$ cat config.mk
export PLATFORM = sky130hd
export DESIGN_NAME = flyback_ctrl
export DESIGN_NICKNAME = d
export VERILOG_FILES = /design/src/hw/flyback_pkg.sv /design/src/hw/ctrl_if.sv /design/src/hw/jitter_osc.sv /design/src/hw/ovp_sampler.sv /design/src/hw/flyback_ctrl.sv
export VERILOG_INCLUDE_DIRS = /design/src /design/src/hw
export SDC_FILE = /design/constraint.sdc
export NUM_CORES = 1
export LEC_CHECK = 0
export BUFFER_PORTS_ARGS = -buffer_cell sky130_fd_sc_hd__buf_2
export CORE_MARGIN = 2
export CORE_UTILIZATION = 40
export DETAILED_ROUTE_END_ITERATION = 12
export RECOVER_POWER = 50
export SYNTH_ARGS = -nofsm -noshare
export SYNTH_HDL_FRONTEND = slang
export SYNTH_SLANG_ARGS = --single-unit
$ cat constraint.sdc
create_clock -name SYS_CLK -period 2.85 [get_ports SYS_CLK]
set_input_delay 0.57 -clock SYS_CLK [delete_from_list [all_inputs] [get_ports SYS_CLK]]
set_output_delay 0.57 -clock SYS_CLK [all_outputs]
set_load 0.005 [all_outputs]
$ cat src/hw/flyback_defs.svh
// Constants of the flyback startup, fault and PWM controller.
// Assumes a 100 MHz system clock; included by its bare name.
// Operation
// - Gate output held low whenever undervoltage lockout is active.
// - Startup charge generator on only while drain start comparator is high.
// - Charge current normal on first start, reduced after a fault.
// - Reaching supply-on starts switching and stops the charge generator.
// - Every start attempt ramps the current limit up over 8.5 ms.
// - Supply below supply-off stops switching.
// - After power down with input below drain start, startup is inhibited.
// - With input present, recharge starts only below supply restart threshold.
// - Nominal switching frequency fixed per variant, 60 kHz or 115 kHz.
// - Frequency jitters 4 kHz or 8 kHz around nominal at 250 Hz.
// - Gate turns off when sensed current reaches the feedback level.
// - Current limit stays default unless the limit pin sinks enough current.
// - Overvoltage pin is evaluated only while the power switch is off.
// - Four consecutive overvoltage samples stop switching and enter auto-restart.
// - Overvoltage sample taken in a short window after the strobe delay.
// - Each high sample counts up; a cycle without one clears the counter.
// - Faults recover through slow auto-restart, never latching.
// - Strobe delay from turn-off to sampling window is 2.2 us.
`ifndef FLYBACK_DEFS_SVH
`define FLYBACK_DEFS_SVH

// ----------------------------------------------------------------------
// Clock and oscillator
// ----------------------------------------------------------------------
`define CLK_KHZ          100000
`define OSC_LO_KHZ       60
`define OSC_HI_KHZ       115
`define JIT_LO_KHZ       4
`define JIT_HI_KHZ       8
`define JIT_MOD_HZ       250
`define OSC_PER(f)       (`CLK_KHZ / (f))
`define OSC_DEV(f, d)    (`CLK_KHZ / ((f) - (d)) - `CLK_KHZ / (f))
`define JIT_DIV(f, d)    ((`CLK_KHZ * 1000) / (`JIT_MOD_HZ * 4 * `OSC_DEV(f, d)))

// ----------------------------------------------------------------------
// Timing
// ----------------------------------------------------------------------
`define SOFTSTART_US     8500
`define SOFTSTART_CYC    (`SOFTSTART_US * (`CLK_KHZ / 1000))
`define OVP_STROBE_NS    2200
`define OVP_STROBE_CYC   ((`OVP_STROBE_NS * (`CLK_KHZ / 1000) + 999) / 1000)
`define OVP_WINDOW_NS    300
`define OVP_WINDOW_CYC   ((`OVP_WINDOW_NS * (`CLK_KHZ / 1000)) / 1000)
`define LEB_NS           300
`define LEB_CYC          ((`LEB_NS * (`CLK_KHZ / 1000) + 999) / 1000)
`define DMAX_PCT         75

// ----------------------------------------------------------------------
// Levels and counts
// ----------------------------------------------------------------------
`define OVP_TRIP_COUNT   3'h4
`define ILIM_MIN         8'h00
`define ILIM_MAX         8'hFF
`define ILIM_STEPS       255

// ----------------------------------------------------------------------
// Synchroniser bit positions
// ----------------------------------------------------------------------
`define SYNC_W           8
`define SY_DRAIN         0
`define SY_SUP_ON        1
`define SY_SUP_OFF       2
`define SY_SUP_RST       3
`define SY_ADJ           4
`define SY_OVP           5
`define SY_PWM           6
`define SY_LIM           7

`endif

$ cat src/hw/flyback_pkg.sv
// Types of the flyback controller: state records and enumerations.
// Assumes flyback_defs.svh for widths.
`default_nettype none
`include "flyback_defs.svh"

package flyback_pkg;

  // Sequencer phases
  typedef enum logic [1:0] {SEQ_IDLE, SEQ_CHARGE, SEQ_RUN, SEQ_RESTART} seq_e;

  // Overvoltage sampler phases
  typedef enum logic [1:0] {OVP_IDLE, OVP_DELAY, OVP_WINDOW} ovp_phase_e;

  typedef struct packed {
    seq_e                 seq;
    logic [`SYNC_W-1:0]   s1;
    logic [`SYNC_W-1:0]   s2;
    logic [`SYNC_W-1:0]   s3;
    logic [`SYNC_W-1:0]   flt;
    logic                 gate;
    logic                 hv_en;
    logic                 low_chg;
    logic                 adj;
    logic                 switching;
    logic [7:0]           ilim;
    logic [19:0]          ss_div;
    logic [11:0]          on_cnt;
  } core_s;

  typedef struct packed {
    logic [11:0]          cnt;
    logic [11:0]          div;
    logic signed [8:0]    jit;
    logic                 up;
    logic                 tick;
  } osc_s;

  typedef struct packed {
    ovp_phase_e           phase;
    logic [8:0]           tmr;
    logic                 gate_q;
    logic                 hit;
    logic [2:0]           cnt;
    logic                 trip;
  } ovp_s;

endpackage

`default_nettype wire

$ cat src/hw/ctrl_if.sv
// Interface joining the controller core, oscillator and overvoltage sampler.
// Assumes all three parties run on the one system clock.
`timescale 1ns/1ps
`default_nettype none

interface ctrl_if;
  logic       cycle_start;
  logic       run;
  logic       gate_on;
  logic       ovp_level;
  logic       ovp_trip;
  logic [2:0] ovp_count;

  modport osc  (output cycle_start);
  modport ovp  (input cycle_start, run, gate_on, ovp_level, output ovp_trip, ovp_count);
  modport core (output run, gate_on, ovp_level, input cycle_start, ovp_trip, ovp_count);
endinterface // ctrl_if

`default_nettype wire

$ cat src/hw/jitter_osc.sv
// Switching oscillator with triangular frequency jitter.
// Assumes a 100 MHz clock; emits one-cycle pulses at each cycle start.
`timescale 1ns/1ps
`default_nettype none
`include "flyback_defs.svh"

module jitter_osc #(
  parameter bit HIGH_FREQ = 1'b0
) (
  // Clock and reset
  input wire logic clk,
  input wire logic rst,
  // Cycle start towards core and sampler
  ctrl_if.osc      cif
);

  localparam int F_KHZ = HIGH_FREQ ? `OSC_HI_KHZ : `OSC_LO_KHZ;
  localparam int D_KHZ = HIGH_FREQ ? `JIT_HI_KHZ : `JIT_LO_KHZ;
  localparam logic [11:0]       PER_C = 12'(`OSC_PER(F_KHZ));
  localparam logic signed [8:0] DEV_C = 9'(`OSC_DEV(F_KHZ, D_KHZ));
  localparam logic [11:0]       DIV_C = 12'(`JIT_DIV(F_KHZ, D_KHZ) - 1);

  flyback_pkg::osc_s st_r;
  flyback_pkg::osc_s st_nxt;
  logic [11:0]       limit;

  // Period counter and jitter triangle
  always_comb begin
    st_nxt      = st_r;
    st_nxt.tick = 1'b0;
    limit       = PER_C + {{3{st_r.jit[8]}}, st_r.jit} - 12'h001;
    if (st_r.cnt >= limit) begin
      st_nxt.cnt  = '0;
      st_nxt.tick = 1'b1;
    end else begin
      st_nxt.cnt = st_r.cnt + 12'h001;
    end
    if (st_r.div == DIV_C) begin
      st_nxt.div = '0;
      if (st_r.up) begin
        if (st_r.jit == DEV_C) st_nxt.up = 1'b0;
        else st_nxt.jit = st_r.jit + 9'sh001;
      end else begin
        if (st_r.jit == -DEV_C) st_nxt.up = 1'b1;
        else st_nxt.jit = st_r.jit - 9'sh001;
      end
    end else begin
      st_nxt.div = st_r.div + 12'h001;
    end
  end

  // State register
  always_ff @(posedge clk) begin
    if (rst) st_r <= '0;
    else st_r <= st_nxt;
  end

  assign cif.cycle_start = st_r.tick;

endmodule // jitter_osc

`default_nettype wire

$ cat src/hw/ovp_sampler.sv
// Overvoltage sampler: strobe delay, sample window and consecutive counter.
// Assumes a synchronised comparator level and the registered gate state.
`timescale 1ns/1ps
`default_nettype none
`include "flyback_defs.svh"

module ovp_sampler (
  // Clock and reset
  input wire logic clk,
  input wire logic rst,
  // Link to the core
  ctrl_if.ovp      cif
);

  localparam logic [8:0] STROBE_C = 9'(`OVP_STROBE_CYC - 1);
  localparam logic [8:0] WINDOW_C = 9'(`OVP_WINDOW_CYC - 1);

  flyback_pkg::ovp_s st_r;
  flyback_pkg::ovp_s st_nxt;

  // Sampling sequence and event counter
  always_comb begin
    st_nxt        = st_r;
    st_nxt.trip   = 1'b0;
    st_nxt.gate_q = cif.gate_on;
    if (cif.cycle_start) begin
      st_nxt.hit = 1'b0;
      if (!st_r.hit) st_nxt.cnt = '0;
    end
    unique case (st_r.phase)
      flyback_pkg::OVP_IDLE: begin
        if (st_r.gate_q && !cif.gate_on) begin
          st_nxt.phase = flyback_pkg::OVP_DELAY;
          st_nxt.tmr   = '0;
        end
      end
      flyback_pkg::OVP_DELAY: begin
        if (st_r.tmr == STROBE_C) begin
          st_nxt.phase = flyback_pkg::OVP_WINDOW;
          st_nxt.tmr   = '0;
        end else begin
          st_nxt.tmr = st_r.tmr + 9'h001;
        end
      end
      flyback_pkg::OVP_WINDOW: begin
        if (cif.ovp_level) begin
          st_nxt.phase = flyback_pkg::OVP_IDLE;
          st_nxt.hit   = 1'b1;
          if (st_r.cnt + 3'h1 == `OVP_TRIP_COUNT) begin
            st_nxt.cnt  = '0;
            st_nxt.trip = 1'b1;
          end else begin
            st_nxt.cnt = st_r.cnt + 3'h1;
          end
        end else if (st_r.tmr == WINDOW_C) begin
          st_nxt.phase = flyback_pkg::OVP_IDLE;
        end else begin
          st_nxt.tmr = st_r.tmr + 9'h001;
        end
      end
      default: st_nxt.phase = flyback_pkg::OVP_IDLE;
    endcase
    // Turn-on ends any pending evaluation
    if (cif.gate_on) st_nxt.phase = flyback_pkg::OVP_IDLE;
    if (!cif.run) begin
      st_nxt.phase = flyback_pkg::OVP_IDLE;
      st_nxt.cnt   = '0;
      st_nxt.hit   = 1'b0;
      st_nxt.trip  = 1'b0;
    end
  end

  // State register
  always_ff @(posedge clk) begin
    if (rst) st_r <= '0;
    else st_r <= st_nxt;
  end

  assign cif.ovp_trip  = st_r.trip;
  assign cif.ovp_count = st_r.cnt;

endmodule // ovp_sampler

`default_nettype wire

$ cat src/hw/flyback_ctrl.sv
// Top of the flyback controller: input synchronisers, startup sequencer,
// soft-start ramp, cycle-by-cycle PWM and fault auto-restart.
// Assumes comparator flags arrive asynchronously from the analog front end
// and that the gate driver and current limit DAC follow the outputs.
`timescale 1ns/1ps
`default_nettype none
`include "flyback_defs.svh"

module flyback_ctrl #(
  parameter bit HIGH_FREQ        = 1'b0,
  parameter int SOFTSTART_CYCLES = `SOFTSTART_CYC
) (
  // Clock and reset
  input  wire logic       SYS_CLK,
  input  wire logic       RESET,
  // Supply and input comparators
  input  wire logic       DRAIN_START_CMP,
  input  wire logic       SUPPLY_ON_CMP,
  input  wire logic       SUPPLY_OFF_CMP,
  input  wire logic       SUPPLY_RESTART_CMP,
  // Limit and overvoltage pin comparators
  input  wire logic       LIMIT_ADJ_CMP,
  input  wire logic       OVP_CMP,
  // Current sense comparators
  input  wire logic       PWM_CMP,
  input  wire logic       ILIM_CMP,
  // Power switch and startup generator
  output logic            GATE_DRIVE,
  output logic            HV_STARTUP_EN,
  output logic            CHARGE_LOW_SEL,
  // Current limit setting
  output logic [7:0]      ILIM_LEVEL,
  output logic            ILIM_ADJUST,
  // Status
  output logic            SWITCHING,
  output logic [2:0]      OVP_COUNT
);

  // ----------------------------------------------------------------------
  // Constants
  // ----------------------------------------------------------------------
  localparam int F_KHZ = HIGH_FREQ ? `OSC_HI_KHZ : `OSC_LO_KHZ;
  localparam logic [19:0] SS_STEP_C = 20'(SOFTSTART_CYCLES / `ILIM_STEPS - 1);
  localparam logic [11:0] LEB_C     = 12'(`LEB_CYC);
  localparam logic [11:0] DMAX_C    = 12'(`OSC_PER(F_KHZ) * `DMAX_PCT / 100);

  // ----------------------------------------------------------------------
  // State and links
  // ----------------------------------------------------------------------
  flyback_pkg::core_s st_r;
  flyback_pkg::core_s st_nxt;
  logic [`SYNC_W-1:0] raw;
  logic               drain_ok;
  logic               sup_on;
  logic               sup_off;
  logic               sup_rst;
  logic               pwm_hit;
  logic               lim_hit;
  logic               blanked;

  ctrl_if cif ();

  // Oscillator instance
  jitter_osc #(
    .HIGH_FREQ (HIGH_FREQ)
  ) u_osc (
    .clk (SYS_CLK),
    .rst (RESET),
    .cif (cif)
  );

  // Overvoltage sampler instance
  ovp_sampler u_ovp (
    .clk (SYS_CLK),
    .rst (RESET),
    .cif (cif)
  );

  // Raw comparator vector
  always_comb begin
    raw                = '0;
    raw[`SY_DRAIN]     = DRAIN_START_CMP;
    raw[`SY_SUP_ON]    = SUPPLY_ON_CMP;
    raw[`SY_SUP_OFF]   = SUPPLY_OFF_CMP;
    raw[`SY_SUP_RST]   = SUPPLY_RESTART_CMP;
    raw[`SY_ADJ]       = LIMIT_ADJ_CMP;
    raw[`SY_OVP]       = OVP_CMP;
    raw[`SY_PWM]       = PWM_CMP;
    raw[`SY_LIM]       = ILIM_CMP;
  end

  // Filtered flags used by the sequencer and, after leading-edge blanking, by the PWM
  assign drain_ok = st_r.flt[`SY_DRAIN];
  assign sup_on   = st_r.flt[`SY_SUP_ON];
  assign sup_off  = st_r.flt[`SY_SUP_OFF];
  assign sup_rst  = st_r.flt[`SY_SUP_RST];
  assign blanked  = (st_r.on_cnt < LEB_C);
  assign pwm_hit  = st_r.flt[`SY_PWM] && !blanked;
  assign lim_hit  = st_r.flt[`SY_LIM] && !blanked;

  // Links to the overvoltage sampler
  assign cif.run       = st_r.switching;
  assign cif.gate_on   = st_r.gate;
  assign cif.ovp_level = st_r.flt[`SY_OVP];

  // ----------------------------------------------------------------------
  // Next-state logic
  // ----------------------------------------------------------------------

  // Synchronisers, sequencer, ramp and PWM
  always_comb begin
    st_nxt = st_r;

    // Three-stage capture, a change counts when stages two and three agree
    st_nxt.s1  = raw;
    st_nxt.s2  = st_r.s1;
    st_nxt.s3  = st_r.s2;
    st_nxt.flt = (st_r.s2 & st_r.s3) | (st_r.flt & (st_r.s2 | st_r.s3));

    // Limit adjust follows the pin sink detection
    st_nxt.adj = st_r.flt[`SY_ADJ];

    unique case (st_r.seq)
      // Waiting for the bulk voltage to appear
      flyback_pkg::SEQ_IDLE: begin
        st_nxt.hv_en     = 1'b0;
        st_nxt.switching = 1'b0;
        if (drain_ok) begin
          st_nxt.seq     = flyback_pkg::SEQ_CHARGE;
          st_nxt.low_chg = 1'b0;
        end
      end

      // Startup generator charges the supply capacitor
      flyback_pkg::SEQ_CHARGE: begin
        st_nxt.hv_en     = drain_ok;
        st_nxt.switching = 1'b0;
        if (sup_on) begin
          st_nxt.seq       = flyback_pkg::SEQ_RUN;
          st_nxt.hv_en     = 1'b0;
          st_nxt.switching = 1'b1;
          st_nxt.ilim      = `ILIM_MIN;
          st_nxt.ss_div    = '0;
        end
      end

      // Switching with soft-start ramp
      flyback_pkg::SEQ_RUN: begin
        st_nxt.hv_en = 1'b0;
        if (st_r.ilim != `ILIM_MAX) begin
          if (st_r.ss_div == SS_STEP_C) begin
            st_nxt.ss_div = '0;
            st_nxt.ilim   = st_r.ilim + 8'h01;
          end else begin
            st_nxt.ss_div = st_r.ss_div + 20'h00001;
          end
        end
        if (cif.ovp_trip) begin
          st_nxt.seq       = flyback_pkg::SEQ_RESTART;
          st_nxt.switching = 1'b0;
          st_nxt.low_chg   = 1'b1;
        end else if (sup_off) begin
          st_nxt.switching = 1'b0;
          if (drain_ok) begin
            st_nxt.seq     = flyback_pkg::SEQ_RESTART;
            st_nxt.low_chg = 1'b1;
          end else begin
            st_nxt.seq     = flyback_pkg::SEQ_IDLE;
            st_nxt.low_chg = 1'b0;
          end
        end
      end

      // Supply decays until the restart threshold
      flyback_pkg::SEQ_RESTART: begin
        st_nxt.hv_en     = 1'b0;
        st_nxt.switching = 1'b0;
        if (!drain_ok) begin
          st_nxt.seq     = flyback_pkg::SEQ_IDLE;
          st_nxt.low_chg = 1'b0;
        end else if (sup_rst) begin
          st_nxt.seq   = flyback_pkg::SEQ_CHARGE;
          st_nxt.hv_en = 1'b1;
        end
      end

      default: begin
        st_nxt.seq       = flyback_pkg::SEQ_IDLE;
        st_nxt.hv_en     = 1'b0;
        st_nxt.switching = 1'b0;
      end
    endcase

    // Cycle-by-cycle PWM: on at cycle start, off on current or duty limit
    if (st_r.gate) begin
      if (st_r.on_cnt != 12'hFFF) st_nxt.on_cnt = st_r.on_cnt + 12'h001;
      if (pwm_hit || lim_hit || st_r.on_cnt >= DMAX_C) begin
        st_nxt.gate = 1'b0;
      end
    end
    if (cif.cycle_start && st_r.switching && st_nxt.switching) begin
      st_nxt.gate   = 1'b1;
      st_nxt.on_cnt = '0;
    end

    // Lockout: no switching means the gate is held low
    if (!st_nxt.switching) begin
      st_nxt.gate   = 1'b0;
      st_nxt.on_cnt = '0;
    end
  end

  // ----------------------------------------------------------------------
  // State register
  // ----------------------------------------------------------------------

  // Synchronous reset to lockout
  always_ff @(posedge SYS_CLK) begin
    if (RESET) st_r <= '0;
    else st_r <= st_nxt;
  end

  // ----------------------------------------------------------------------
  // Outputs
  // ----------------------------------------------------------------------

  // All outputs straight from flip-flops
  assign GATE_DRIVE     = st_r.gate;
  assign HV_STARTUP_EN  = st_r.hv_en;
  assign CHARGE_LOW_SEL = st_r.low_chg;
  assign ILIM_LEVEL     = st_r.ilim;
  assign ILIM_ADJUST    = st_r.adj;
  assign SWITCHING      = st_r.switching;
  assign OVP_COUNT      = cif.ovp_count;

endmodule // flyback_ctrl

`default_nettype wire

==> run_results.csv <==
group,metric,value,unit
clocking,ctsHoldBuffers,0,
run,cap_violations,1,
cells_and_area,nNetsFinal,796,
cells_and_area,num-fill-cells,1522,
die,dieWidth,130,um
synth,synth_top_family_by_area,"simple AND/OR/NAND/NOR gates",
critical_path,slowest_stage,"dfxtp_1",
cells_and_area,seqCellArea,2620,um^2
clocking,cts_setup_buffers,0,
critical_path,cp_common_cell,"a21o_1",
clocking,clock-root-buffer,"clkbuf_16",
clocking,clkSinkCount,131,
synth,syn_inst,727,
critical_path,critPathBufInv,1,
min_path,hp-class,"in2reg",
synth,synthDistinctLibCells,64,
synth,yosys-top-cells-area,"dfxtp_1 42%, ha_1 7.1%, nor2_1 5.7%",
synth,synth_edf_count,0,
placed_design,gp_congestion,0.871,
critical_path,critPathLaunchType,"flop",
critical_path,critPathMaxFanout,11,
sta,min_period_over_period,85.4,%
clocking,post_cts_resized,0,
pwr,pwr-share-seq,44.6,%
placed_design,dp_hpwl,8710,um
die,io_pins,26,
sta,max_freq,411,MHz
detailed_routing,drtPass1Iterations,4,
pwr,ir_drop,463,uV
cells_and_area,n_antenna_cell,0,
synth,synth.avg_cell_area,8.67,um^2
sta,period_needed,2.43,ns
cells_and_area,area.growth.synth_to_final,13.8,%
clocking,clkLatencyLatePin,0.42,ns
synth,async_reset_ff_share,0,%
die,die-height,130,um
detailed_routing,vias,4976,
pwr,power.leakage,0.00270,uW
pwr,internal_power,3300,uW
synth,synth-seq-cells,131,
pwr,p_per_area,586,nW/um^2
min_path,min_path_cells,2,
die,start_util,41.2,%
synth,synth_compound_area_share,12.1,%
die,die_area,16800,um^2
run_status,violations,"capacitance limit, slew limit",
sta,worst_pin_slew,1.71,ns
clocking,cts_buffers,17,
grt,antenna_found_initial,0,
cells_and_area,final_cell_count_no_fill,973,
pwr,power_frac_clock,53.6,%
synth,ys.flop_type,"dfxtp_1",
critical_path,critPathTopFamily,"compound AO/OA/AOI/OAI gates",
synth,synth.cell_area,6300,um^2
critical_path,cp_data_required_time,3.20,ns
critical_path,max_stage_delay,0.48,ns
grt,grt_pass1_vias,4878,
sta,setup_viol,0,
synth,synth_xor_area_share,8.89,%
synth,synth_top_area_cell,"dfxtp_1",
grt,gr-total-overflow,0,
critical_path,crit_path_end_kind,"flop",
die,row_count,45,
grt,grt_pass1_wl,21600,um
grt,grt_max_degree,38,
clocking,clk_pin_slew,0.06,ns
sta,maxSlewHeadroom,-14.2,%
detailed_routing,vias_per_cell,5.11,
critical_path,cp_num_cells,11,
synth,syn_nets,774,
pwr,switching_power,903,uW
synth,seq_area_frac_synth,41.6,%
sta,skew,0.00471,ns
critical_path,ff2ff_path_depth,11,
sta,maxSlewViolCount,38,
detailed_routing,wl_per_cell,12.8,um
grt,grt_usage,15.9,%
placed_design,port_buffers,25,
critical_path,worstPathArrival,2.79,ns
detailed_routing,drt-initial-drc-count,243,
clocking,cts_tree,"yes",
clocking,clockBufferDepth,2,
cells_and_area,drive_gt1_share,8.53,%
pwr,power_frac_comb,1.8,%
synth,synth-simple-area-share,25.5,%
die,core_area,15300,um^2
synth,synth_top_area_share,41.6,%
detailed_routing,drc,0,
sta,report.final.hold_viol_count,0,
critical_path,r2r_slack,0.42,ns
sta,setup_tns,0,ns
synth,synthAdderAreaFrac,7.46,%
run_status,status,"complete, but fails checks",
placed_design,dp.cells,941,
detailed_routing,final_antenna_net_count,0,
clocking,h-tree-depth,4,
sta,rsz0062_at_grt,"false",
critical_path,worstSetupPathType,"reg2reg",
critical_path,crit_chain,"and3_1 -> nand3_1 -> xor2_1 -> ha_1 -> a21o_1 -> a21o_1 -> a21oi_1 -> o31a_1 -> o211ai_1 -> buf_4 -> nor2_1",
detailed_routing,drt_wl_total,12400,um
pwr,switching_share,21.5,%
cells_and_area,multiInputGateArea,3410,um^2
synth,yosysWarnings,0,
synth,muxShareOfSynthArea,0.159,%
==> stage by stage <==
| step | worst slack, ns | util, % | total power, uW | hold slack (ns) | cell area [um^2] |
|---|---|---|---|---|---|
| after global routing | 0.227 | 46.8 | 4350 | 0.355 | 7170 |
| final | 0.416 | 46.8 | 4200 | 0.358 | 7170 |
| after detailed placement | 0.410 | 42.9 | 1990 | 0.420 | 6580 |
| after global placement | 0.508 | 42.9 | 1990 | 0.422 | 6580 |
| after CTS | 0.400 | 47.0 | 4260 | 0.336 | 7190 |
| after floorplan | 0.465 | - | 1960 | 0.413 | 6300 |
==> path summary, 6_finish.rpt <==
path,from,endpoint
setup reg to reg,u_osc.st_r[2],u_osc.st_r[34]
setup / recovery,u_osc.st_r[2],u_osc.st_r[34]
hold / removal,LIMIT_ADJ_CMP,st_nxt[65]
hold reg to reg,st_nxt[61],st_nxt[53]
==> cell families (layout without fill, tap and decap cells) <==
kind of cell / after synthesis / in the layout
xor+xnor: 64 / 64
flops: 131 / 131
simple gates: 320 / 320
buf+inv: 56 / 91
fa+ha+maj: 37 / 37
other cells: 1 / 1
mux: 1 / 1
compound gates: 117 / 117
==> power by group through the flow <==
| stage | clock, uW | sequential, uW | combinational, uW |
|---|---|---|---|
| detailed placement | 0 | 1910 | 79.9 |
| CTS | 2310 | 1870 | 80.4 |
| floorplan | 0 | 1910 | 57.1 |
| finish | 2250 | 1870 | 77.1 |
| global route | 2380 | 1870 | 87.9 |
| global placement | 0 | 1910 | 77.9 |
==> layer usage <==
metal | wire length (um) | up-vias | global-route usage [%]
li1 | - | 2561 | -
met1 | 6130 | 2335 | 19.8
met2 | 5680 | 57 | 26.3
met3 | 322 | 23 | 3.76
met4 | 286 | 0 | 7.46
met5 | 0 | - | 0
==> layout by cell type (no fill, tap or decap), types with 26 or more instances in the layout <==
cell type  instances
nor2b_1           32
a21oi_1           43
nand4_1           26
ha_1              36
nand3_1           39
nor2_1            95
o21ai_0           27
dfxtp_1          131
nand2_1           55
inv_1             27
xor2_1            40
==> worst reg2reg max path: cells and delay by family (launching register included) <==
kind / cells / cell delay [ns]
compound gates: 5 / 0.77
simple gates: 3 / 0.41
buf+inv: 1 / 0.20
fa+ha+maj: 1 / 0.33
flops: 1 / 0.48
xor+xnor: 1 / 0.18
==> Yosys cell counts (all sizes together) (5+ instances only) <==
cell type and n:
xor2 40, nand3 40, dfxtp 131, nor2 95, and2 6, inv 27
nand4 26, o21ai 30, nor2b 32, a21oi 43, a211oi 5, clkbuf 11
xnor2 24, nor4 7, nand2 55, a21o 7, and3 23, buf 17
ha 36, nor3 13
==> state kept, by name, indices dropped and copies added, names as in the netlist <==
register / cells
u_ovp.st_r: 13
ILIM_ADJUST: 1
u_ovp.cif.ovp_count: 3
u_osc.st_r: 34
cif.ovp_level: 1
st_nxt: 17
st_r: 47
u_osc.cif.cycle_start: 1
SWITCHING: 1
u_ovp.cif.ovp_trip: 1
HV_STARTUP_EN: 1
drain_ok: 1
GATE_DRIVE: 1
CHARGE_LOW_SEL: 1
ILIM_LEVEL: 8
==> layout make-up <==
class                      count  share of cell area, %
clock buffer                  18                   6.12
inverter                      28                   1.47
sequential                   131                   36.6
timing repair buffer          31                   2.11
tap                          211                   3.68
clock inverter                14                   2.46
multi-input combinational    540                   47.6
No activity file was read; power rests on OpenSTA's default activity.
